### src/psf_regs.svh
// Register map, field positions, reset values and frame geometry of the channel framer
`ifndef PSF_REGS_SVH
`define PSF_REGS_SVH

// Register byte offsets, low address byte
`define PSF_CTRL_OFS 8'h00
`define PSF_FAULT_OFS 8'h04
`define PSF_SUPV_OFS 8'h08
`define PSF_STAT_OFS 8'h0C

// Writable bits and reset values
`define PSF_CTRL_MASK 8'h0F
`define PSF_FAULT_MASK 8'h07
`define PSF_SUPV_MASK 8'h0F
`define PSF_STAT_W1C_MASK 8'h0E
`define PSF_CTRL_RST 8'h00
`define PSF_FAULT_RST 8'h00
`define PSF_SUPV_RST 8'h0F

// Field positions
`define PSF_CTRL_MODE_LSB 0
`define PSF_CTRL_NEAR_LB 2
`define PSF_CTRL_FAR_LB 3
`define PSF_FAULT_A1A2 0
`define PSF_FAULT_B1 1
`define PSF_FAULT_K2 2
`define PSF_SUPV_B1 0
`define PSF_SUPV_OOF 1
`define PSF_SUPV_RDI 2
`define PSF_SUPV_AIS 3
`define PSF_STAT_INF 0
`define PSF_STAT_OOF 1
`define PSF_STAT_B1 2
`define PSF_STAT_RDI 3

// Overhead byte values
`define PSF_A1 8'hF6
`define PSF_A2 8'h28
`define PSF_J0 8'h01
`define PSF_K2_RDI 8'h06
`define PSF_RDI_CODE 3'h6
`define PSF_SCR_SEED 7'h7F

// Frame geometry in 32-bit words
`define PSF_BYTES_PER_WORD 4
`define PSF_TOH_BYTES 144
`define PSF_TOH_WORDS (`PSF_TOH_BYTES / `PSF_BYTES_PER_WORD)
`define PSF_A1_WORDS 12
`define PSF_A2_END 24
`define PSF_SOH_ROWS 3
`define PSF_B1_ROW 1
`define PSF_B1_WORD 0
`define PSF_K2_ROW 4
`define PSF_K2_WORD 24
`define PSF_ROWS 9
`define PSF_ROW_WORDS 1080

// Framing hysteresis in frames
`define PSF_INF_GOOD 2
`define PSF_OOF_BAD 4

// Core clock period
`define PSF_CLK_PERIOD_NS 5

`endif

### src/psf_pkg.sv
// Types shared by the channel framer modules
package psf_pkg;

	typedef enum logic [1:0]
	{
		psf_serdes_only = 2'h0,
		psf_transparent = 2'h1,
		psf_auto_section_overhead_mode = 2'h2,
		psf_auto_transport_overhead_mode = 2'h3
	} psf_mode_t;

	typedef enum logic [1:0]
	{
		psf_hunt = 2'h0,
		psf_presync = 2'h1,
		psf_sync = 2'h3
	} psf_frm_t;

	typedef struct packed
	{
		logic [7:0] ctrl;
		logic [7:0] fault;
		logic [7:0] supv;
		logic [7:0] stat;
		logic [2:0] fault_act;
		logic dp_wr;
		logic [7:0] dp_addr;
		logic [31:0] hrdata;
		logic [1:0] wph;
		logic [3:0] trow;
		logic [10:0] tcol;
		logic [7:0] tbip;
		logic [7:0] b1_hold;
		logic [31:0] tx_word;
		logic [7:0] line_tx;
		logic [1:0] rlane;
		logic [3:0] rrow;
		logic [10:0] rcol;
		psf_frm_t frm;
		logic [2:0] fcnt;
		logic [7:0] rbip;
		logic [7:0] b1_exp;
		logic b1_valid;
		logic [31:0] rx_data;
		logic rx_valid;
		logic rx_fs;
		logic oof_alarm;
	} psf_state_t;

	typedef struct packed
	{
		logic [7:0] tx_byte;
		logic [23:0] tx_sh;
		logic [31:0] rx_sr;
	} psf_gear_t;

	typedef struct packed
	{
		logic [6:0] lfsr;
	} psf_scr_t;

endpackage

### src/psf_lane_if.sv
// Byte lane signals between the framer core and its width converter
`timescale 1ns/1ps
`default_nettype none

interface psf_lane_if;
	logic tx_load;
	logic [31:0] tx_word;
	logic [7:0] tx_byte;
	logic [7:0] rx_byte;
	logic [31:0] rx_sr;

	modport framer
	(
		output tx_load,
		output tx_word,
		output rx_byte,
		input tx_byte,
		input rx_sr
	);

	modport gear
	(
		input tx_load,
		input tx_word,
		input rx_byte,
		output tx_byte,
		output rx_sr
	);
endinterface // psf_lane_if

`default_nettype wire

### src/psf_scrambler.sv
// Frame-synchronous 1+x^6+x^7 keystream generator, 32 bits per step
`timescale 1ns/1ps
`default_nettype none
`include "psf_regs.svh"

module psf_scrambler
(
	input wire logic clock,
	input wire logic rst_n,
	input wire logic seed,
	input wire logic adv,
	output logic [31:0] key
);

	psf_pkg::psf_scr_t st_q;
	psf_pkg::psf_scr_t st_d;
	logic [38:0] res;

	// Returns {next state, 32 key bits}, first bit in the MSB
	function automatic logic [38:0] step32(input logic [6:0] s_in);
		logic [6:0] s;
		logic [31:0] k;
		s = s_in;
		k = 32'h0000_0000;
		for (int i = 0; i < 32; i++)
		begin
			k[31 - i] = s[6];
			s = {s[5:0], s[6] ^ s[5]};
		end
		return {s, k};
	endfunction

	always_comb
	begin
		st_d = st_q;
		res = step32(seed ? `PSF_SCR_SEED : st_q.lfsr);
		key = res[31:0];
		if (seed || adv)
			st_d.lfsr = res[38:32];
	end

	always_ff @(posedge clock or negedge rst_n)
	begin
		if (!rst_n)
			st_q <= '0;
		else
			st_q <= st_d;
	end

endmodule // psf_scrambler

`default_nettype wire

### src/psf_gearbox.sv
// 32:8 transmit narrowing and 8:32 receive widening
`timescale 1ns/1ps
`default_nettype none

module psf_gearbox
(
	input wire logic clock,
	input wire logic rst_n,
	psf_lane_if.gear lane
);

	psf_pkg::psf_gear_t st_q;
	psf_pkg::psf_gear_t st_d;

	always_comb
	begin
		st_d = st_q;
		// Most significant byte leaves first
		if (lane.tx_load)
		begin
			st_d.tx_byte = lane.tx_word[31:24];
			st_d.tx_sh = lane.tx_word[23:0];
		end
		else
		begin
			st_d.tx_byte = st_q.tx_sh[23:16];
			st_d.tx_sh = {st_q.tx_sh[15:0], 8'h00};
		end
		st_d.rx_sr = {st_q.rx_sr[23:0], lane.rx_byte};
	end

	always_ff @(posedge clock or negedge rst_n)
	begin
		if (!rst_n)
			st_q <= '0;
		else
			st_q <= st_d;
	end

	assign lane.tx_byte = st_q.tx_byte;
	assign lane.rx_sr = st_q.rx_sr;

endmodule // psf_gearbox

`default_nettype wire

### src/psf_channel_framer.sv
// Pseudo-SONET channel framer: overhead, fault injection, scrambling, framing, supervision, registers
// Contract
// - Transmit handles 144 overhead bytes, 48 groups of three, at each row start.
// - Two automatic modes generate section or full transport overhead internally.
// - Transparent mode passes every overhead byte from fabric, unscrambled in the first row only.
// - Framing fault control inverts A1 and A2 bytes.
// - Parity fault control inverts the outgoing B1 byte.
// - K2 fault control forces K2 to 00000110.
// - Receiver detects framing, parity and K2 faults and sets alarm status.
// - Receive data leaves as frame-aligned 32-bit words of four bytes.
// - Receive frame start pulse lasts exactly one word beat.
// - Framer tracks in-frame state and raises an alarm entering out-of-frame.
// - Outgoing data scrambled with 1+x^6+x^7, frame synchronous.
// - Incoming data descrambled with the same seven-stage polynomial.
// - Serializer side carries bytes at one eighth of the bit rate.
// - Four bytes per fabric word; word rate is a quarter of byte rate.
// - Fabric word clock lies between 18.75 and 84.38 MHz by lane rate.
// - Each channel's transmit and receive paths run independently.
// - Near-end and far-end loopbacks selected by control register bits.
// - Configuration through a register slave port, readable and writable.
// - Transmit word scrambled before being split into bytes.
// - Parity, out-of-frame, remote defect checks and AIS insertion each enabled.
`timescale 1ns/1ps
`default_nettype none
`include "psf_regs.svh"

module psf_channel_framer
#(
	parameter int unsigned ROW_WORDS = `PSF_ROW_WORDS
)
(
	input wire logic clock,
	input wire logic rst_n,
	input wire logic hsel,
	input wire logic [31:0] haddr,
	input wire logic [1:0] htrans,
	input wire logic hwrite,
	input wire logic [2:0] hsize,
	input wire logic [31:0] hwdata,
	input wire logic hready,
	output logic [31:0] hrdata,
	output logic hreadyout,
	output logic hresp,
	input wire logic [31:0] tx_data,
	output logic tx_word_ready,
	output logic tx_frame_start,
	output logic [7:0] line_tx_byte,
	input wire logic [7:0] line_rx_byte,
	output logic [31:0] rx_data,
	output logic rx_valid,
	output logic rx_frame_start,
	output logic rx_in_frame,
	output logic oof_alarm
);

	psf_pkg::psf_state_t st_q;
	psf_pkg::psf_state_t st_d;
	psf_pkg::psf_mode_t mode;
	psf_lane_if lane();
	logic ahb_ap;
	logic [7:0] rdata;
	logic [31:0] tw;
	logic [31:0] rw;
	logic [31:0] rd;
	logic [31:0] tx_key;
	logic [31:0] rx_key;
	logic tx_toh;
	logic tx_row0;
	logic tx_auto;
	logic tx_b1_pos;
	logic tx_k2_pos;
	logic tx_seed;
	logic tx_adv;
	logic rx_done;
	logic rx_toh0;
	logic rx_seed;
	logic rx_adv;
	logic rx_det;
	logic rx_exp;
	logic in_frame;
	logic sonet;

	function automatic logic [7:0] fold(input logic [31:0] w);
		return w[31:24] ^ w[23:16] ^ w[15:8] ^ w[7:0];
	endfunction

	function automatic logic is_last(input logic [3:0] row, input logic [10:0] col);
		return (row == 4'(`PSF_ROWS - 1)) && (col == 11'(ROW_WORDS - 1));
	endfunction

	function automatic logic [14:0] next_pos(input logic [3:0] row, input logic [10:0] col);
		logic [14:0] p;
		p = {row, col + 11'h001};
		if (col == 11'(ROW_WORDS - 1))
		begin
			p[10:0] = 11'h000;
			p[14:11] = (row == 4'(`PSF_ROWS - 1)) ? 4'h0 : row + 4'h1;
		end
		return p;
	endfunction

	////////////////////////////////////////////////////////////////////////////////
	// Submodules

	psf_gearbox u_gear
	(
		.clock(clock),
		.rst_n(rst_n),
		.lane(lane.gear)
	);

	psf_scrambler u_tx_scr
	(
		.clock(clock),
		.rst_n(rst_n),
		.seed(tx_seed),
		.adv(tx_adv),
		.key(tx_key)
	);

	psf_scrambler u_rx_scr
	(
		.clock(clock),
		.rst_n(rst_n),
		.seed(rx_seed),
		.adv(rx_adv),
		.key(rx_key)
	);

	////////////////////////////////////////////////////////////////////////////////
	// Position decode

	assign mode = psf_pkg::psf_mode_t'(st_q.ctrl[`PSF_CTRL_MODE_LSB +: 2]);
	assign sonet = (mode != psf_pkg::psf_serdes_only);
	assign in_frame = (st_q.frm == psf_pkg::psf_sync);
	// One word per four byte clocks on each side of the gearbox
	assign tx_word_ready = (st_q.wph == 2'h3);
	assign tx_frame_start = tx_word_ready && (st_q.trow == 4'h0) && (st_q.tcol == 11'h000);
	assign tx_toh = (st_q.tcol < 11'(`PSF_TOH_WORDS));
	assign tx_row0 = (st_q.trow == 4'h0);
	assign tx_auto = (mode == psf_pkg::psf_auto_transport_overhead_mode)
		|| ((mode == psf_pkg::psf_auto_section_overhead_mode) && (st_q.trow < 4'(`PSF_SOH_ROWS)));
	assign tx_b1_pos = (st_q.trow == 4'(`PSF_B1_ROW)) && (st_q.tcol == 11'(`PSF_B1_WORD));
	assign tx_k2_pos = (st_q.trow == 4'(`PSF_K2_ROW)) && (st_q.tcol == 11'(`PSF_K2_WORD));
	assign tx_seed = tx_word_ready && sonet && tx_row0 && (st_q.tcol == 11'(`PSF_TOH_WORDS));
	assign tx_adv = tx_word_ready && sonet && !(tx_row0 && tx_toh);
	assign rx_done = (st_q.rlane == 2'h3);
	assign rx_toh0 = (st_q.rrow == 4'h0) && (st_q.rcol < 11'(`PSF_TOH_WORDS));
	assign rx_seed = rx_done && sonet && (st_q.rrow == 4'h0) && (st_q.rcol == 11'(`PSF_TOH_WORDS));
	assign rx_adv = rx_done && sonet && !rx_toh0;
	assign rx_det = (lane.rx_sr[15:8] == `PSF_A1) && (lane.rx_sr[7:0] == `PSF_A2);
	assign rx_exp = (st_q.rrow == 4'h0) && (st_q.rcol == 11'(`PSF_A1_WORDS)) && (st_q.rlane == 2'h0);
	assign ahb_ap = hsel && htrans[1] && hready;

	assign lane.tx_load = (st_q.wph == 2'h0);
	assign lane.tx_word = st_q.tx_word;
	assign lane.rx_byte = st_q.ctrl[`PSF_CTRL_NEAR_LB] ? lane.tx_byte : line_rx_byte;

	////////////////////////////////////////////////////////////////////////////////
	// Next state

	always_comb
	begin
		st_d = st_q;
		tw = tx_data;
		rw = lane.rx_sr;
		rd = lane.rx_sr;
		rdata = 8'h00;

		// Bus write data phase; status bits clear on writing one
		if (st_q.dp_wr)
		begin
			case (st_q.dp_addr)
				`PSF_CTRL_OFS: st_d.ctrl = hwdata[7:0] & `PSF_CTRL_MASK;
				`PSF_FAULT_OFS: st_d.fault = hwdata[7:0] & `PSF_FAULT_MASK;
				`PSF_SUPV_OFS: st_d.supv = hwdata[7:0] & `PSF_SUPV_MASK;
				`PSF_STAT_OFS: st_d.stat = st_q.stat & ~(hwdata[7:0] & `PSF_STAT_W1C_MASK);
				default: ;
			endcase
		end
		case (haddr[7:0])
			`PSF_CTRL_OFS: rdata = st_q.ctrl;
			`PSF_FAULT_OFS: rdata = st_q.fault;
			`PSF_SUPV_OFS: rdata = st_q.supv;
			`PSF_STAT_OFS: rdata = {st_q.stat[7:1], in_frame};
			default: rdata = 8'h00;
		endcase
		st_d.dp_wr = ahb_ap && hwrite && (hsize == 3'h2);
		st_d.dp_addr = haddr[7:0];
		if (ahb_ap && !hwrite)
			st_d.hrdata = {24'h00_0000, rdata};

		// Transmit word path
		st_d.wph = st_q.wph + 2'h1;
		st_d.line_tx = st_q.ctrl[`PSF_CTRL_FAR_LB] ? line_rx_byte : lane.tx_byte;
		if (tx_word_ready)
		begin
			if (sonet)
			begin
				if (tx_toh)
				begin
					if (tx_auto)
					begin
						tw = 32'h0000_0000;
						if (tx_row0 && (st_q.tcol < 11'(`PSF_A1_WORDS)))
							tw = {4{`PSF_A1}};
						else if (tx_row0 && (st_q.tcol < 11'(`PSF_A2_END)))
							tw = {4{`PSF_A2}};
						else if (tx_row0 && (st_q.tcol == 11'(`PSF_A2_END)))
							tw[31:24] = `PSF_J0;
						else if (tx_b1_pos)
							tw[31:24] = st_q.b1_hold;
					end
					if (st_q.fault_act[`PSF_FAULT_A1A2] && tx_row0 && (st_q.tcol < 11'(`PSF_A2_END)))
						tw = ~tw;
					if (st_q.fault_act[`PSF_FAULT_B1] && tx_b1_pos)
						tw[31:24] = ~tw[31:24];
					if (st_q.fault_act[`PSF_FAULT_K2] && tx_k2_pos)
						tw[31:24] = `PSF_K2_RDI;
				end
				// First-row overhead carries the framing pattern in clear
				if (!(tx_row0 && tx_toh))
					tw = tw ^ tx_key;
			end
			st_d.tx_word = tw;
			if (is_last(st_q.trow, st_q.tcol))
			begin
				// Parity of the scrambled frame goes into the next frame
				st_d.b1_hold = st_q.tbip ^ fold(tw);
				st_d.tbip = 8'h00;
				st_d.fault_act = st_q.fault[2:0];
			end
			else
				st_d.tbip = st_q.tbip ^ fold(tw);
			{st_d.trow, st_d.tcol} = next_pos(st_q.trow, st_q.tcol);
		end

		// Receive framing, independent of transmit timing
		st_d.rx_valid = 1'b0;
		st_d.rx_fs = 1'b0;
		st_d.oof_alarm = 1'b0;
		st_d.rlane = st_q.rlane + 2'h1;
		if (rx_done)
			{st_d.rrow, st_d.rcol} = next_pos(st_q.rrow, st_q.rcol);
		if (!sonet)
		begin
			st_d.frm = psf_pkg::psf_hunt;
			st_d.fcnt = 3'h0;
		end
		else
		begin
			case (st_q.frm)
				psf_pkg::psf_hunt:
				begin
					if (rx_det)
					begin
						st_d.frm = psf_pkg::psf_presync;
						st_d.fcnt = 3'h1;
						{st_d.rrow, st_d.rcol, st_d.rlane} = {4'h0, 11'(`PSF_A1_WORDS), 2'h1};
					end
				end
				psf_pkg::psf_presync:
				begin
					if (rx_exp && !rx_det)
						st_d.frm = psf_pkg::psf_hunt;
					else if (rx_exp && (st_q.fcnt + 3'h1 == 3'(`PSF_INF_GOOD)))
					begin
						st_d.frm = psf_pkg::psf_sync;
						st_d.fcnt = 3'h0;
					end
					else if (rx_exp)
						st_d.fcnt = st_q.fcnt + 3'h1;
				end
				psf_pkg::psf_sync:
				begin
					if (rx_exp && rx_det)
						st_d.fcnt = 3'h0;
					else if (rx_exp && (st_q.fcnt + 3'h1 == 3'(`PSF_OOF_BAD)))
					begin
						st_d.frm = psf_pkg::psf_hunt;
						st_d.fcnt = 3'h0;
						if (st_q.supv[`PSF_SUPV_OOF])
						begin
							st_d.oof_alarm = 1'b1;
							st_d.stat[`PSF_STAT_OOF] = 1'b1;
						end
					end
					else if (rx_exp)
						st_d.fcnt = st_q.fcnt + 3'h1;
				end
				default: st_d.frm = psf_pkg::psf_hunt;
			endcase
		end

		// Receive word delivery and supervision
		if (rx_done)
		begin
			if (sonet && !rx_toh0)
				rd = rw ^ rx_key;
			st_d.rx_valid = 1'b1;
			st_d.rx_data = (sonet && !in_frame && st_q.supv[`PSF_SUPV_AIS]) ? 32'hFFFF_FFFF : rd;
			st_d.rx_fs = sonet && in_frame && (st_q.rrow == 4'h0) && (st_q.rcol == 11'h000);
			if (is_last(st_q.rrow, st_q.rcol))
			begin
				st_d.b1_exp = st_q.rbip ^ fold(rw);
				st_d.rbip = 8'h00;
				st_d.b1_valid = in_frame;
			end
			else
				st_d.rbip = st_q.rbip ^ fold(rw);
			if (in_frame && st_q.b1_valid && st_q.supv[`PSF_SUPV_B1] && (st_q.rrow == 4'(`PSF_B1_ROW))
				&& (st_q.rcol == 11'(`PSF_B1_WORD)) && (rd[31:24] != st_q.b1_exp))
				st_d.stat[`PSF_STAT_B1] = 1'b1;
			if (in_frame && st_q.supv[`PSF_SUPV_RDI] && (st_q.rrow == 4'(`PSF_K2_ROW))
				&& (st_q.rcol == 11'(`PSF_K2_WORD)) && (rd[26:24] == `PSF_RDI_CODE))
				st_d.stat[`PSF_STAT_RDI] = 1'b1;
		end
		// Parity reference is only trusted when the frame it covers ends in sync
		if (st_d.frm != psf_pkg::psf_sync)
			st_d.b1_valid = 1'b0;
	end

	always_ff @(posedge clock or negedge rst_n)
	begin
		if (!rst_n)
		begin
			st_q <= '0;
			st_q.supv <= `PSF_SUPV_RST;
		end
		else
			st_q <= st_d;
	end

	////////////////////////////////////////////////////////////////////////////////
	// Outputs

	assign hrdata = st_q.hrdata;
	assign hreadyout = 1'b1;
	assign hresp = 1'b0;
	assign line_tx_byte = st_q.line_tx;
	assign rx_data = st_q.rx_data;
	assign rx_valid = st_q.rx_valid;
	assign rx_frame_start = st_q.rx_fs;
	assign rx_in_frame = in_frame;
	assign oof_alarm = st_q.oof_alarm;
endmodule // psf_channel_framer

`default_nettype wire

### config.mk
export PLATFORM = sky130hd
export DESIGN_NAME = psf_channel_framer
export DESIGN_NICKNAME = d
export VERILOG_FILES = /design/src/psf_pkg.sv /design/src/psf_lane_if.sv /design/src/psf_scrambler.sv /design/src/psf_gearbox.sv /design/src/psf_channel_framer.sv
export VERILOG_INCLUDE_DIRS = /design/src
export SDC_FILE = /design/constraint.sdc
export NUM_CORES = 1
export LEC_CHECK = 0
export ABC_CLOCK_PERIOD_IN_PS = 4200
export BUFFER_PORTS_ARGS = -buffer_cell sky130_fd_sc_hd__buf_4
export CAP_MARGIN = 20
export CORE_MARGIN = 2
export CORE_UTILIZATION = 40
export CTS_BUF_LIST = sky130_fd_sc_hd__clkbuf_8
export DETAILED_ROUTE_END_ITERATION = 8
export HOLD_SLACK_MARGIN = 0.15
export SLEW_MARGIN = 40
export SYNTH_ARGS = -nofsm -noshare
export SYNTH_HDL_FRONTEND = slang
export SYNTH_HIERARCHICAL = 1
export SYNTH_SLANG_ARGS = --single-unit
### constraint.sdc
create_clock -name clock -period 4.2 [get_ports clock]
set_input_delay 0.42 -clock clock [delete_from_list [all_inputs] [get_ports clock]]
set_output_delay 0.42 -clock clock [all_outputs]
set_load 0.03 [all_outputs]
# Word level (Yosys, flattened, before mapping)
# Index checks and enable logic that the tools add are counted.
dict set report word_totals {
  regBits 264
  in_bits 114
  elab_cells 309
}
dict set report op_classes {
  add_sub_neg 7
  n_lt_le_gt_ge 5
  n_eq_ne 36
  n_mux 70
  n_bitwise 78
  n_reduce_logical 80
}
# op n
set ops {}
lappend ops {{32-bit 2-to-1 mux} 19}
lappend ops {{8-bit 2-to-1 mux} 9}
lappend ops {{1-bit XOR} 64}
lappend ops {{32-bit XOR} 2}
lappend ops {{8-bit XOR} 8}
lappend ops {{1-bit logical AND} 51}
lappend ops {{22-bit 2-to-1 mux} 2}
lappend ops {{35-bit 2-to-1 mux} 1}
lappend ops {{17-bit 2-to-1 mux} 2}
lappend ops {{8-bit by 4-bit equality test with 1-bit output (second input constant)} 4}
lappend ops {{32-bit inverter} 1}
lappend ops {{8-bit case mux with 4 select lines} 1}
lappend ops {{15-bit 2-to-1 mux} 2}
lappend ops {{11-bit by 1-bit adder with 11-bit output (second input constant)} 2}
lappend ops {{11-bit equality test (second input constant)} 2}
lappend ops {{11-bit by 5-bit equality test with 1-bit output (second input constant)} 2}
lappend ops {{11-bit by 6-bit equality test with 1-bit output (second input constant)} 2}
lappend ops {{11-bit logical NOT} 2}
lappend ops {{11-bit by 6-bit < comparator with 1-bit output (second input constant)} 2}
lappend ops {{8-bit by 3-bit equality test with 1-bit output (second input constant)} 2}
lappend ops {{8-bit logical NOT} 2}
lappend ops {{4-bit 2-to-1 mux} 4}
lappend ops {{2-bit AND reduction} 8}
lappend ops {{3-bit 2-to-1 mux} 5}
lappend ops {{other kinds (36)} 77}

# Depth between registers and ports, before layout
# Gate-level depths: netlist (run 1).
dict set report depth {
  ltp_word 30
  ltp_mapped 19
}

# Modules after synthesis
# The synthesis (run 1) kept the hierarchy.
# module instances cells_per_inst area_each_um2 seq_area_each_um2
set modules_own_cells {}
lappend modules_own_cells {psf_channel_framer 1 1258 11364.6 4434.3}
lappend modules_own_cells {psf_gearbox 1 139 2242.2 1601.5}
lappend modules_own_cells {psf_scrambler 2 124 1079.8 175.2}

# Worst setup path before layout (run 1)
# No wires, ideal clock.
dict set report synth_path {
  path_kind {flip-flop to flip-flop}
  start {register st_q, in the netlist mode[1]}
  end {register st_q[129] (netlist name)}
  setup_time_ps 132
  arrival_time_ps 4099
  t_required_ps 4068
  setup_slack_ps -32
  path_stages_with_launch 20
  path_buffers 6
  period_less_slack_ps 4232
  path_cell_list {dfrtp_1 > or2_2 > clkbuf_1 > clkbuf_1 > clkbuf_1 > nand4_1 > nor3_1 > clkbuf_1 > clkbuf_1 > nor2_1 > buf_4 > o31ai_1 > o211ai_1 > o21a_1 > o311ai_1 > xnor2_1 > xnor2_1 > xnor2_1 > mux2i_1 > o21ai_1}
}
dict set report synth_between {
  elab_cells_between_ends 42
  cone_classes {eq/ne (2); mux (18); bitwise (16); reduce/logical (6)}
}
# element line
set synth_rtl {}
lappend synth_rtl {{start: declaration} psf_channel_framer.sv:56} ;# psf_pkg::psf_state_t st_q;
lappend synth_rtl {{start signal: assignment} psf_channel_framer.sv:331} ;# st_q <= st_d;
lappend synth_rtl {{2-bit nonzero test (*)} psf_channel_framer.sv:134} ;# assign sonet = (mode != psf_pkg::psf_serdes_only);
lappend synth_rtl {{1-bit logical AND (*) (3 in series)} psf_channel_framer.sv:145} ;# assign tx_seed = tx_word_ready && sonet && tx_row0 && (st_q.tcol == 11'(`PSF_TOH_WORDS));
lappend synth_rtl {{via tx_seed} psf_channel_framer.sv:72} ;# logic tx_seed;
lappend synth_rtl {{7-bit 2-to-1 mux (*)} psf_scrambler.sv:36} ;# res = step32(seed ? `PSF_SCR_SEED : st_q.lfsr);
lappend synth_rtl {{1-bit XOR (2 in series)} psf_scrambler.sv:28} ;# s = {s[5:0], s[6] ^ s[5]};
lappend synth_rtl {{1-bit XOR (*)} psf_scrambler.sv:28}
lappend synth_rtl {{via u_tx_scr.res[7]} psf_scrambler.sv:17} ;# logic [38:0] res;
lappend synth_rtl {{32-bit XOR (*)} psf_channel_framer.sv:223} ;# tw = tw ^ tx_key;
lappend synth_rtl {{32-bit 2-to-1 mux (*)} psf_channel_framer.sv:222} ;# if (!(tx_row0 && tx_toh))
lappend synth_rtl {{32-bit 2-to-1 mux (*)} psf_channel_framer.sv:198} ;# if (sonet)
lappend synth_rtl {{32-bit 2-to-1 mux (*)} psf_channel_framer.sv:196} ;# if (tx_word_ready)
lappend synth_rtl {{8-bit XOR (*)} psf_channel_framer.sv:84} ;# return w[31:24] ^ w[23:16] ^ w[15:8] ^ w[7:0];
lappend synth_rtl {{8-bit XOR (*)} psf_channel_framer.sv:234} ;# st_d.tbip = st_q.tbip ^ fold(tw);
lappend synth_rtl {{8-bit 2-to-1 mux (*)} psf_channel_framer.sv:226} ;# if (is_last(st_q.trow, st_q.tcol))
# The timed path passes the listed nets; every way through them passes the cells marked *. The select of a mux whose other input is x is not followed.
# A chain may end at the register's enable or synchronous reset.

# Worst setup path after layout (run 1)
dict set report layout_path {
  start {register st_q[141] (netlist name)}
  end {register st_q[128] (netlist name)}
}
dict set report layout_between {
  elab_chain_len 30
  elab_cells_between_ends 59
  cone_classes {order compare (1); eq/ne (3); mux (22); bitwise (17); reduce/logical (16)}
}
# element line
set layout_lines {}
lappend layout_lines {{4-bit by 1-bit equality test with 1-bit output} psf_channel_framer.sv:143} ;# assign tx_b1_pos = (st_q.trow == 4'(`PSF_B1_ROW)) && (st_q.tcol == 11'(`PSF_B1_WORD));
lappend layout_lines {{1-bit logical AND} psf_channel_framer.sv:143}
lappend layout_lines {{8-bit 2-to-1 mux} psf_channel_framer.sv:211} ;# else if (tx_b1_pos)
lappend layout_lines {{8-bit 2-to-1 mux} psf_channel_framer.sv:209} ;# else if (tx_row0 && (st_q.tcol == 11'(`PSF_A2_END)))
lappend layout_lines {{8-bit 2-to-1 mux} psf_channel_framer.sv:207} ;# else if (tx_row0 && (st_q.tcol < 11'(`PSF_A2_END)))
lappend layout_lines {{32-bit 2-to-1 mux} psf_channel_framer.sv:205} ;# if (tx_row0 && (st_q.tcol < 11'(`PSF_A1_WORDS)))
lappend layout_lines {{32-bit 2-to-1 mux} psf_channel_framer.sv:202} ;# if (tx_auto)
lappend layout_lines {{32-bit 2-to-1 mux} psf_channel_framer.sv:200} ;# if (tx_toh)
lappend layout_lines {{[12 not listed]} --}
lappend layout_lines {{32-bit 2-to-1 mux} psf_channel_framer.sv:196}
lappend layout_lines {{32-bit XOR} psf_channel_framer.sv:223}
lappend layout_lines {{32-bit 2-to-1 mux} psf_channel_framer.sv:222}
lappend layout_lines {{32-bit 2-to-1 mux} psf_channel_framer.sv:198}
lappend layout_lines {{32-bit 2-to-1 mux} psf_channel_framer.sv:196}
lappend layout_lines {{8-bit XOR (3 in series)} psf_channel_framer.sv:84}
lappend layout_lines {{8-bit XOR} psf_channel_framer.sv:234}
lappend layout_lines {{8-bit 2-to-1 mux (*)} psf_channel_framer.sv:226}
# Every way passes the cells marked *; elsewhere a longest branch is shown, timed or not. The select of a mux whose other input is x is not followed.

==> qor.csv, run 1 <==
stage,metric,value,unit
timing,fmax,262,MHz
cells_and_area,regArea,0.00639,mm²
clock_tree,post_cts_buffers,0,
die,rows,72,
worst_setup_path,crit_path_max_fanout,9,
placement,dpl_worst_slack,400,ps
clock_tree,cts_tree,built,
hold_path,hold_path_class,input port to register,
timing,setup_tns,0,ps
cells_and_area,layoutNonFillerInstCount,2181,
synthesis,syn_area_per_cell,9.58,µm²
clock_tree,cts_sinks,255,
worst_setup_path,crit_required,4680,ps
die,coreArea,0.0387,mm²
clock_tree,clk_path_buf_depth,3,
cells_and_area,area_delta_synth_final,8.64,%
clock_tree,cts.clk_slew.worst_paths,60,ps
synthesis,synth.distinct_cells,83,
route,drtAntennaViolNets,0,
synthesis,syn_area,0.0158,mm²
placement,portBuffers,110,
die,pin_count,194,
cells_and_area,multi_input_area,0.00760,mm²
clock_tree,cts_hold_buf,25,
worst_setup_path,crit_type,register to register,
timing,tightest_slew,826,ps
timing,min_period,3810,ps
clock_tree,cts_root_buffer,clkbuf_8,
die,initial_utilization,0.407,
timing,finClkSkew,13.2,ps
global_routing,grt_pass1_wl,61600,µm
power,combPwrFrac,0.137,
power,ir_worst_vdd,0.216,mV
synthesis,synthCells,1645,
global_routing,grt_usage,0.188,
job,cap_violations,0,
synthesis,synth-seq-cells,255,
cells_and_area,drive_gt1_frac,0.213,
synthesis,async_flop_share,1.00,
global_routing,grt_pass1_vias,11300,
cells_and_area,fin_nets,1760,
timing,slew_headroom,0.449,
clock_tree,cts_max_level,2,
timing,holdWs,213,ps
clock_tree,cts_made_buffers,47,
placement,routabilityCongestion,0.880,
timing,period_share,0.908,
placement,dp.cells,2073,
timing,maxSlewViolCount,0,
placement,dpl.hpwl,27100,µm
power,p_leak,0.00768,µW
global_routing,gr-total-overflow,0,
power,seqPwrFrac,0.465,
route,wl_per_cell,17.6,µm
global_routing,grt_start_max_net_pins,140,
worst_setup_path,start_kind,register,
timing,setup_viol,0,
global_routing,antenna_found_initial,2,
route,drtPass1Iterations,5,
route,vias,11300,
synthesis,synth_edf_count,0,
synthesis,synth_top_flop_cell,dfrtp_1,
worst_setup_path,endpoint_kind,register,
power,switching_power,1610,µW
route,vias_per_cell,5.18,
timing,setup_ws,385,ps
route,drt_iter0_drc,745,
power,switching_share,0.276,
cells_and_area,n_antenna_cell,0,
synthesis,ys_seq_area_frac,0.405,
power,p_per_area,342,mW/mm²
power,internal_power,4240,µW
status,outcome,finished clean,
power,clkPwrFrac,0.398,
die,die_w,203,µm
synthesis,yosys_warnings,6,
die,die_y,203,µm
timing,rsz0062_at_grt,false,
cells_and_area,nFillCells,3797,
route,finalWirelength,38400,µm
clock_tree,cts.repair.resized,0,
worst_setup_path,worstPathArrival,4290,ps
die,dieArea,0.0410,mm²
clock_tree,worstSkewPairLatency,620,ps
route,drc_errors,0,
timing,hold_violations,0,
-- cells by family (layout without fill, tap and decap cells) --
| logic type | after synthesis | count (layout) | share of synthesized area |
|---|---|---|---|
| AND/OR/NAND/NOR | 489 | 489 | 0.150 |
| buffers and inverters | 315 | 305 | 0.123 |
| AO/OA/AOI/OAI | 256 | 256 | 0.106 |
| flip-flops | 255 | 255 | 0.405 |
| XOR/XNOR | 207 | 207 | 0.128 |
| multiplexers | 104 | 104 | 0.0740 |
| adder cells (fa/ha/maj) | 17 | 17 | 0.0135 |
| other | 2 | 30 | 0.000476 |
-- cell usage after synthesis (all sizes together) (30+ instances only) --
| library cell | n | area (µm²) |
|---|---|---|
| nor2 | 150 | 566 |
| inv | 46 | 173 |
| xnor2 | 124 | 1220 |
| clkbuf | 63 | 238 |
| mux2i | 30 | 300 |
| a21oi | 78 | 394 |
| dfrtp | 251 | 6280 |
| nand2 | 138 | 518 |
| mux2 | 71 | 800 |
| buf | 206 | 1520 |
| o21ai | 56 | 280 |
| xor2 | 78 | 683 |
-- registers in the layout, indices dropped and copies added (netlist names) --
signal and count:
u_gear/lane.rx_sr 32, line_tx_byte 8, rx_frame_start 1, u_tx_scr/st_q 7
lane.tx_word 32, mode 2, u_rx_scr/st_q 7, u_gear/st_q 24
rx_valid 1, hrdata 4, st_q 96, oof_alarm 1
u_gear/lane.tx_byte 8, rx_data 32
-- power by group through the flow --
stage,Combinational (µW),Clock [µW],Sequential [µW]
final,802,2330,2720
after global routing,877,2530,2740
after CTS,810,2420,2720
after detailed placement,787,0,2760
after global placement,772,0,2750
after floorplan,642,0,2720
-- worst paths after layout --
| kind | from | cells after the start | slack, ps | end |
|---|---|---|---|---|
| min reg2reg | u_gear/lane.rx_sr[22] | 0 | 450 | u_gear/lane.rx_sr[30] |
| min in group asynchronous | rst_n | 2 | 370 | st_q[208] |
| max | st_q[141] | 12 | 390 | st_q[128] |
| max in group asynchronous | rst_n | 3 | 2680 | st_q[67] |
| max reg2reg | st_q[141] | 12 | 390 | st_q[128] |
| min | tx_data[23] | 3 | 210 | lane.tx_word[23] |
-- cells in the final DEF (no fill, tap or decap), types with 6 or more instances in the layout --
cell type,n
dfrtp_1,251
nor2_1,149
buf_4,149
nand2_1,138
xnor2_1,112
xor2_1,78
a21oi_1,77
mux2_2,69
inv_1,65
clkbuf_8,54
o21ai_0,47
mux2i_1,30
conb_1,30
or2_2,29
nor3_1,28
nand3_1,28
dlygate4sd3_1,25
nand4_1,23
and2_1,17
o22ai_1,16
ha_1,15
and3_1,13
o31ai_1,13
a211o_1,11
o21ai_1,9
nor2b_1,9
o221ai_1,9
nor4_1,8
xnor2_2,8
a211oi_1,8
o2bb2ai_1,8
a22oi_1,6
clkinv_2,6
-- stage by stage --
step / instance area, µm² / total power [µW] / utilization
floorplan: 15900 / 3360 / -
finish: 17100 / 5850 / 0.442
global route: 17100 / 6140 / 0.442
detailed placement: 16000 / 3550 / 0.412
CTS: 17100 / 5940 / 0.442
global placement: 16000 / 3530 / 0.412
-- final cells by class --
type                       count  area share
clock buffer                  54      0.0434
clock inverter                29      0.0101
inverter                      46      0.0101
multi-input combinational   1103       0.444
sequential                   255       0.373
tap                          518      0.0378
timing repair buffer         176      0.0820
-- per-layer routing --
layer	wire, µm	up-vias	GRT usage
met2	17900	297	0.300
met5	0	-	0
met1	17100	5518	0.252
met3	1940	94	0.0343
li1	-	5382	-
met4	1490	0	0.0816
-- worst max-delay path, cell delays in order (launching register included) --
cell and delay, ps:
dfrtp_1 420, inv_1 90, ha_1 170, or4b_4 530, or4_1 770, a221o_1 380
a211o_1 310, o211ai_2 110, xnor2_1 170, xor2_1 240, xnor2_2 160, mux2i_1 200
o21ai_0 90
(Power assumes the default switching activity.)
==> run 2, diff against run 1 <==
--- a/config.mk
+++ b/config.mk
@@ -14,6 +14,7 @@
 export CTS_BUF_LIST = sky130_fd_sc_hd__clkbuf_8
 export DETAILED_ROUTE_END_ITERATION = 8
 export HOLD_SLACK_MARGIN = 0.15
+export MAX_ROUTING_LAYER = met4
 export SLEW_MARGIN = 40
 export SYNTH_ARGS = -nofsm -noshare
 export SYNTH_HDL_FRONTEND = slang
==> run 2 against run 1 <==
Effect of this change:
- die area unchanged
- wire length up 1.3%
- design area up 0.53%
- register-to-register slack worse by 70 ps
- first-iteration DRC count down 4.8%
- highest routed layer unchanged
==> qor.csv, run 2 (synthesized netlist as in run 1, its figures left out) <==
stage,metric,value,unit
status,outcome,finished clean,
hold_path,hold_path_class,input port to register,
cells_and_area,area_delta_synth_final,9.21,%
clock_tree,cts_hold_buf,25,
worst_setup_path,max_stage_delay,660,ps
worst_setup_path,crit_required,4670,ps
route,vias_per_cell,5.17,
die,initial_utilization,0.407,
timing,setup_viol,0,
cells_and_area,nFillCells,3754,
die,pin_count,194,
clock_tree,cts_sinks,255,
power,p_leak,0.00770,µW
cells_and_area,fin_nets,1760,
clock_tree,cts_tree,built,
route,drtAntennaViolNets,0,
placement,placed_area,0.0160,mm²
global_routing,grt.met1_usage,0.264,
cells_and_area,drive_gt1_frac,0.212,
cells_and_area,final_common_cell,dfrtp_1,
job,cap_violations,0,
timing,period_share,0.925,
worst_setup_path,crit_slowest_cell,or4_1,
clock_tree,cts_max_level,2,
power,p_total,5980,µW
global_routing,use_met3,0.0372,
global_routing,top_usage_layer,met2,
worst_setup_path,crit_type,register to register,
worst_setup_path,endpoint_kind,register,
die,coreArea,0.0387,mm²
placement,dpl.hpwl,27200,µm
cells_and_area,final_cell_mix,"dfrtp_1, nor2_1, buf_4, nand2_1, xnor2_1",
placement,portBuffers,110,
route,wl_per_cell,17.8,µm
die,dieArea,0.0410,mm²
clock_tree,cts.repair.resized,0,
timing,tightest_slew,862,ps
route,drt_iter0_drc,709,
clock_tree,worstSkewPairLatency,620,ps
cells_and_area,final_area,0.0172,mm²
timing,setup_tns,0,ps
clock_tree,clk_path_buf_depth,3,
worst_setup_path,crit_path_max_fanout,9,
route,drc_errors,0,
worst_setup_path,start_kind,register,
global_routing,grt_pass1_wl,62700,µm
clock_tree,cts_made_buffers,46,
placement,routabilityCongestion,0.893,
timing,setup_ws,315,ps
worst_setup_path,crit_chain,"or4_1, buf_4, o31ai_1, o22ai_1, a21oi_2, nor2_1, nor3_1, buf_4, xor2_1, xnor2_2, mux2i_1, o21ai_0",
cells_and_area,regMostFlops,st_q,
timing,rsz0062_at_grt,false,
timing,holdWs,238,ps
worst_setup_path,worstPathArrival,4350,ps
timing,min_period,3880,ps
global_routing,antenna_found_initial,1,
cells_and_area,largest_register_ffs,96,
global_routing,use_met2,0.306,
power,p_per_area,348,mW/mm²
timing,slew_headroom,0.416,
worst_setup_path,crit_path_frequent_cell,buf_4,
global_routing,grt_pass1_vias,11100,
clock_tree,post_cts_buffers,0,
timing,fmax,257,MHz
die,die_w,203,µm
route,vias,11300,
power,ir_worst_vdd,0.246,mV
die,rows,72,
clock_tree,cts_root_buffer,clkbuf_8,
global_routing,gr-total-overflow,0,
clock_tree,cts.clk_slew.worst_paths,60,ps
timing,maxSlewViolCount,0,
route,drtPass1Iterations,5,
global_routing,grt_start_max_net_pins,104,
timing,hold_violations,0,
global_routing,grt_usage,0.198,
timing,finClkSkew,33.2,ps
route,finalWirelength,38900,µm
placement,dpl_worst_slack,334,ps
die,die_y,203,µm
==> run 2: per-stage QoR <==
stage | util | instances
after floorplan | - | 1673
after global placement | 0.412 | 2073
after detailed placement | 0.412 | 2073
after CTS | 0.443 | 2179
after global routing | 0.444 | 2180
final | 0.445 | 2181
==> run 2: cell type report <==
class	instances	area, µm²	share of cell area
antenna	1	2.50	0.000145
tap	518	648	0.0376
timing repair buffer	177	1440	0.0839
inverter	46	173	0.0100
clock buffer	55	757	0.0440
sequential	255	6390	0.371
multi-input combinational	1103	7600	0.442
clock inverter	26	205	0.0119
==> run 2: worst paths after layout <==
| path | startpoint | to | slack [ps] | cells past startpoint |
|---|---|---|---|---|
| max | st_q[139] | st_q[128] | 320 | 12 |
| min | hwrite | hrdata[0] | 240 | 4 |
| max reg2reg | st_q[139] | st_q[128] | 320 | 12 |
| min reg2reg | st_q[145] | st_q[145] | 450 | 1 |
| max in group asynchronous | rst_n | u_gear/st_q[49] | 2750 | 4 |
| min in group asynchronous | rst_n | st_q[187] | 260 | 2 |
==> run 2: power breakdown <==
group / internal [µW] / switching (µW) / leakage [µW]
Combinational: 384 / 419 / 0.00406
Clock: 1380 / 1090 / 0.000549
Sequential: 2610 / 103 / 0.00309
==> run 2: per-layer routing <==
metal,wire length [µm],up-vias,share of wire
li1,-,5381,-
met3,1900,67,0.049
met5,0,-,0
met1,17800,5528,0.46
met2,18100,295,0.47
met4,1090,0,0.028
==> run 2: worst max-delay path: cells and delay by family (launching register included) <==
kind            cells  cell delay [ps]
compound gates      4             1290
simple gates        3             1040
buf+inv             2              400
mux                 1              200
flops               1              430
xor+xnor            2              370
==> run 3, diff against run 2 <==
--- a/config.mk
+++ b/config.mk
@@ -10,11 +10,12 @@
 export BUFFER_PORTS_ARGS = -buffer_cell sky130_fd_sc_hd__buf_4
 export CAP_MARGIN = 20
 export CORE_MARGIN = 2
-export CORE_UTILIZATION = 40
+export CORE_UTILIZATION = 35
 export CTS_BUF_LIST = sky130_fd_sc_hd__clkbuf_8
 export DETAILED_ROUTE_END_ITERATION = 8
 export HOLD_SLACK_MARGIN = 0.15
 export MAX_ROUTING_LAYER = met4
+export RECOVER_POWER = 100
 export SLEW_MARGIN = 40
 export SYNTH_ARGS = -nofsm -noshare
 export SYNTH_HDL_FRONTEND = slang
==> run 3 against run 2 <==
Effect of this change:
- the run now ends with max-capacitance violations, max-slew violations left
- die area increased by 14%
- sequential share of layout area up 0.18 points
- register-to-register slack got worse by 50 ps
- clock skew rose by 4.6 ps
- hold slack improved by 39 ps
- non-clock buffer count is 2 higher
- critical path depth unchanged
- design area down 0.49%
- cell count grew 3.6%
- flip-flop and latch count unchanged
- wire length is 2.9% higher
- critical path type unchanged
- largest cell class unchanged
==> qor.csv, run 3 (synthesized netlist as in run 1, its figures left out) <==
stage,metric,value,unit
status,outcome,finished with violations,
status,violations,"max-capacitance violations, max-slew violations",
global_routing,grt_start_max_net_pins,66,
power,p_leak,0.00753,µW
worst_setup_path,crit_path_frequent_cell,mux2i_1,
power,switching_share,0.268,
global_routing,grt_usage,0.177,
worst_setup_path,crit-reg2reg-launch,st_q[142],
power,ir_worst_vdd,0.234,mV
timing,slew_headroom,-1.04,
worst_setup_path,setup.worst_path.start,st_q[142],
worst_setup_path,crit_type,register to register,
power,combPwrFrac,0.132,
die,dieArea,0.0468,mm²
cells_and_area,nFillCells,4468,
placement,dpl_worst_slack,388,ps
power,seqPwrFrac,0.453,
route,drc_errors,0,
worst_setup_path,r2r-end,st_q[129],
placement,placed_area,0.0161,mm²
route,finalWirelength,40000,µm
route,drtPass1Iterations,5,
hold_path,min_from,tx_data[4],
hold_path,hold_path_class,input port to register,
worst_setup_path,max_stage_delay,700,ps
placement,portBuffers,110,
worst_setup_path,crit_slowest_cell,nor3b_1,
timing,maxSlewViolCount,172,
placement,routabilityCongestion,0.886,
route,vias,11300,
route,wl_met1,17900,µm
worst_setup_path,crit_chain,"inv_1, ha_1, or4b_1, nor4_2, nor3_1, nor3b_1, mux2i_1, o31ai_1, a41oi_1, xnor2_1, mux2i_1, o21ai_0",
cells_and_area,regMostFlops,st_q,
job,cap_violations,3,
clock_tree,worstSkewPairLatency,610,ps
timing,rsz0062_at_grt,false,
placement,dp.cells,2150,
timing,tightest_slew,3060,ps
timing,setup_ws,265,ps
global_routing,grt_pass1_wl,63500,µm
worst_setup_path,start_kind,register,
cells_and_area,final_cell_mix,"dfrtp_1, nor2_1, nand2_1, xnor2_1, buf_4",
route,dr_wl_met3,2140,µm
timing,min_period,3930,ps
global_routing,gr-total-overflow,0,
cells_and_area,layoutNonFillerInstCount,2260,
clock_tree,cts_root_buffer,clkbuf_8,
die,die_y,216,µm
route,dr_wl_met2,18400,µm
clock_tree,post_cts_buffers,0,
timing,hold_violations,0,
clock_tree,cts_sinks,255,
die,rows,77,
timing,setup_viol,0,
worst_setup_path,worstRegToRegCells,12,
cells_and_area,fin_nets,1762,
cells_and_area,final_area,0.0171,mm²
cells_and_area,largest_register_ffs,96,
clock_tree,cts_made_buffers,46,
power,p_per_area,350,mW/mm²
cells_and_area,drive_gt1_frac,0.176,
die,die_w,216,µm
route,vias_per_cell,5.01,
route,drtAntennaViolNets,0,
clock_tree,cts_tree,built,
clock_tree,clk_path_buf_depth,3,
worst_setup_path,cp_num_buf_inv,1,
power,clkPwrFrac,0.416,
timing,setup_tns,0,ps
placement,dpl.hpwl,28800,µm
cells_and_area,final_common_cell,dfrtp_1,
route,wl_per_cell,17.7,µm
worst_setup_path,crit_path_max_fanout,6,
timing,finClkSkew,37.8,ps
route,drt_iter0_drc,853,
die,coreArea,0.0443,mm²
power,switching_power,1610,µW
hold_path,hold_depth,3,
global_routing,grt_pass1_vias,11300,
worst_setup_path,r2r_slack,270,ps
hold_path,hold_end,lane.tx_word[4],
clock_tree,cts_hold_buf,25,
worst_setup_path,crit_required,4610,ps
timing,fmax,254,MHz
worst_setup_path,endpoint_kind,register,
timing,period_share,0.937,
die,initial_utilization,0.356,
die,pin_count,194,
worst_setup_path,worstPathArrival,4350,ps
worst_setup_path,path_delay_family,simple AND/OR/NAND/NOR gates,
clock_tree,cts.clk_slew.worst_paths,60,ps
power,internal_power,4390,µW
clock_tree,cts.repair.resized,0,
route,top_layer,met4,
clock_tree,cts_max_level,2,
global_routing,antenna_found_initial,0,
cells_and_area,area_delta_synth_final,8.67,%
==> run 3: changes by cell type in the layout (fill, tap and decap cells not counted), sizes merged <==
cell | before | now
clkbuf | 55 | 122
buf | 152 | 87
inv | 66 | 63
clkinv | 1 | 6
clkinvlp | 2 | 1
dlymetal6s4s | 0 | 1
clkdlybuf4s25 | 0 | 1
==> run 3: power groups by stage <==
stage / registers, µW / logic [µW] / clock network (µW)
floorplan: 2720 / 642 / 0
global placement: 2760 / 774 / 0
detailed placement: 2760 / 804 / 0
CTS: 2720 / 827 / 2590
global route: 2740 / 862 / 2700
finish: 2720 / 790 / 2500
==> run 3: routing by layer <==
layer	vias up	global-route usage
li1	5388	-
met1	5546	0.232
met2	317	0.268
met3	81	0.0330
met4	0	0.0742
met5	-	-
==> run 3: worst max-delay path by stage <==
stage	endpoint	slack, ps	cells after the start
after floorplan	st_q[129]	100	19
after global placement	st_q[128]	410	15
after detailed placement	st_q[128]	390	15
after CTS	st_q[128]	380	15
after global routing	st_q[128]	40	15
final	st_q[129]	270	12
==> run 3: through the flow <==
step / utilization / power (µW) / hold WS (ps)
2_1_floorplan: - / 3360 / 124
3_3_place_gp: 0.363 / 3530 / 429
3_5_place_dp: 0.364 / 3570 / 428
4_1_cts: 0.392 / 6140 / 231
5_1_grt: 0.387 / 6300 / 270
6_report: 0.387 / 6010 / 277
==> run 3: cell type report <==
type | count | area (µm²) | area share
diodes | 1 | 2.50 | 0.000146
multi-input cells | 1103 | 7580 | 0.443
repair buffers | 179 | 1250 | 0.0732
inverters | 46 | 173 | 0.0101
well taps | 592 | 741 | 0.0432
flip-flops and latches | 255 | 6390 | 0.373
clock inverters | 27 | 210 | 0.0123
clock buffers | 57 | 785 | 0.0458
==> run 3: worst min-delay path: cells and delay by family <==
family | cells | cell delay, ps
multiplexers | 1 | 170
AO/OA/AOI/OAI | 1 | 140
buffers and inverters | 1 | 90
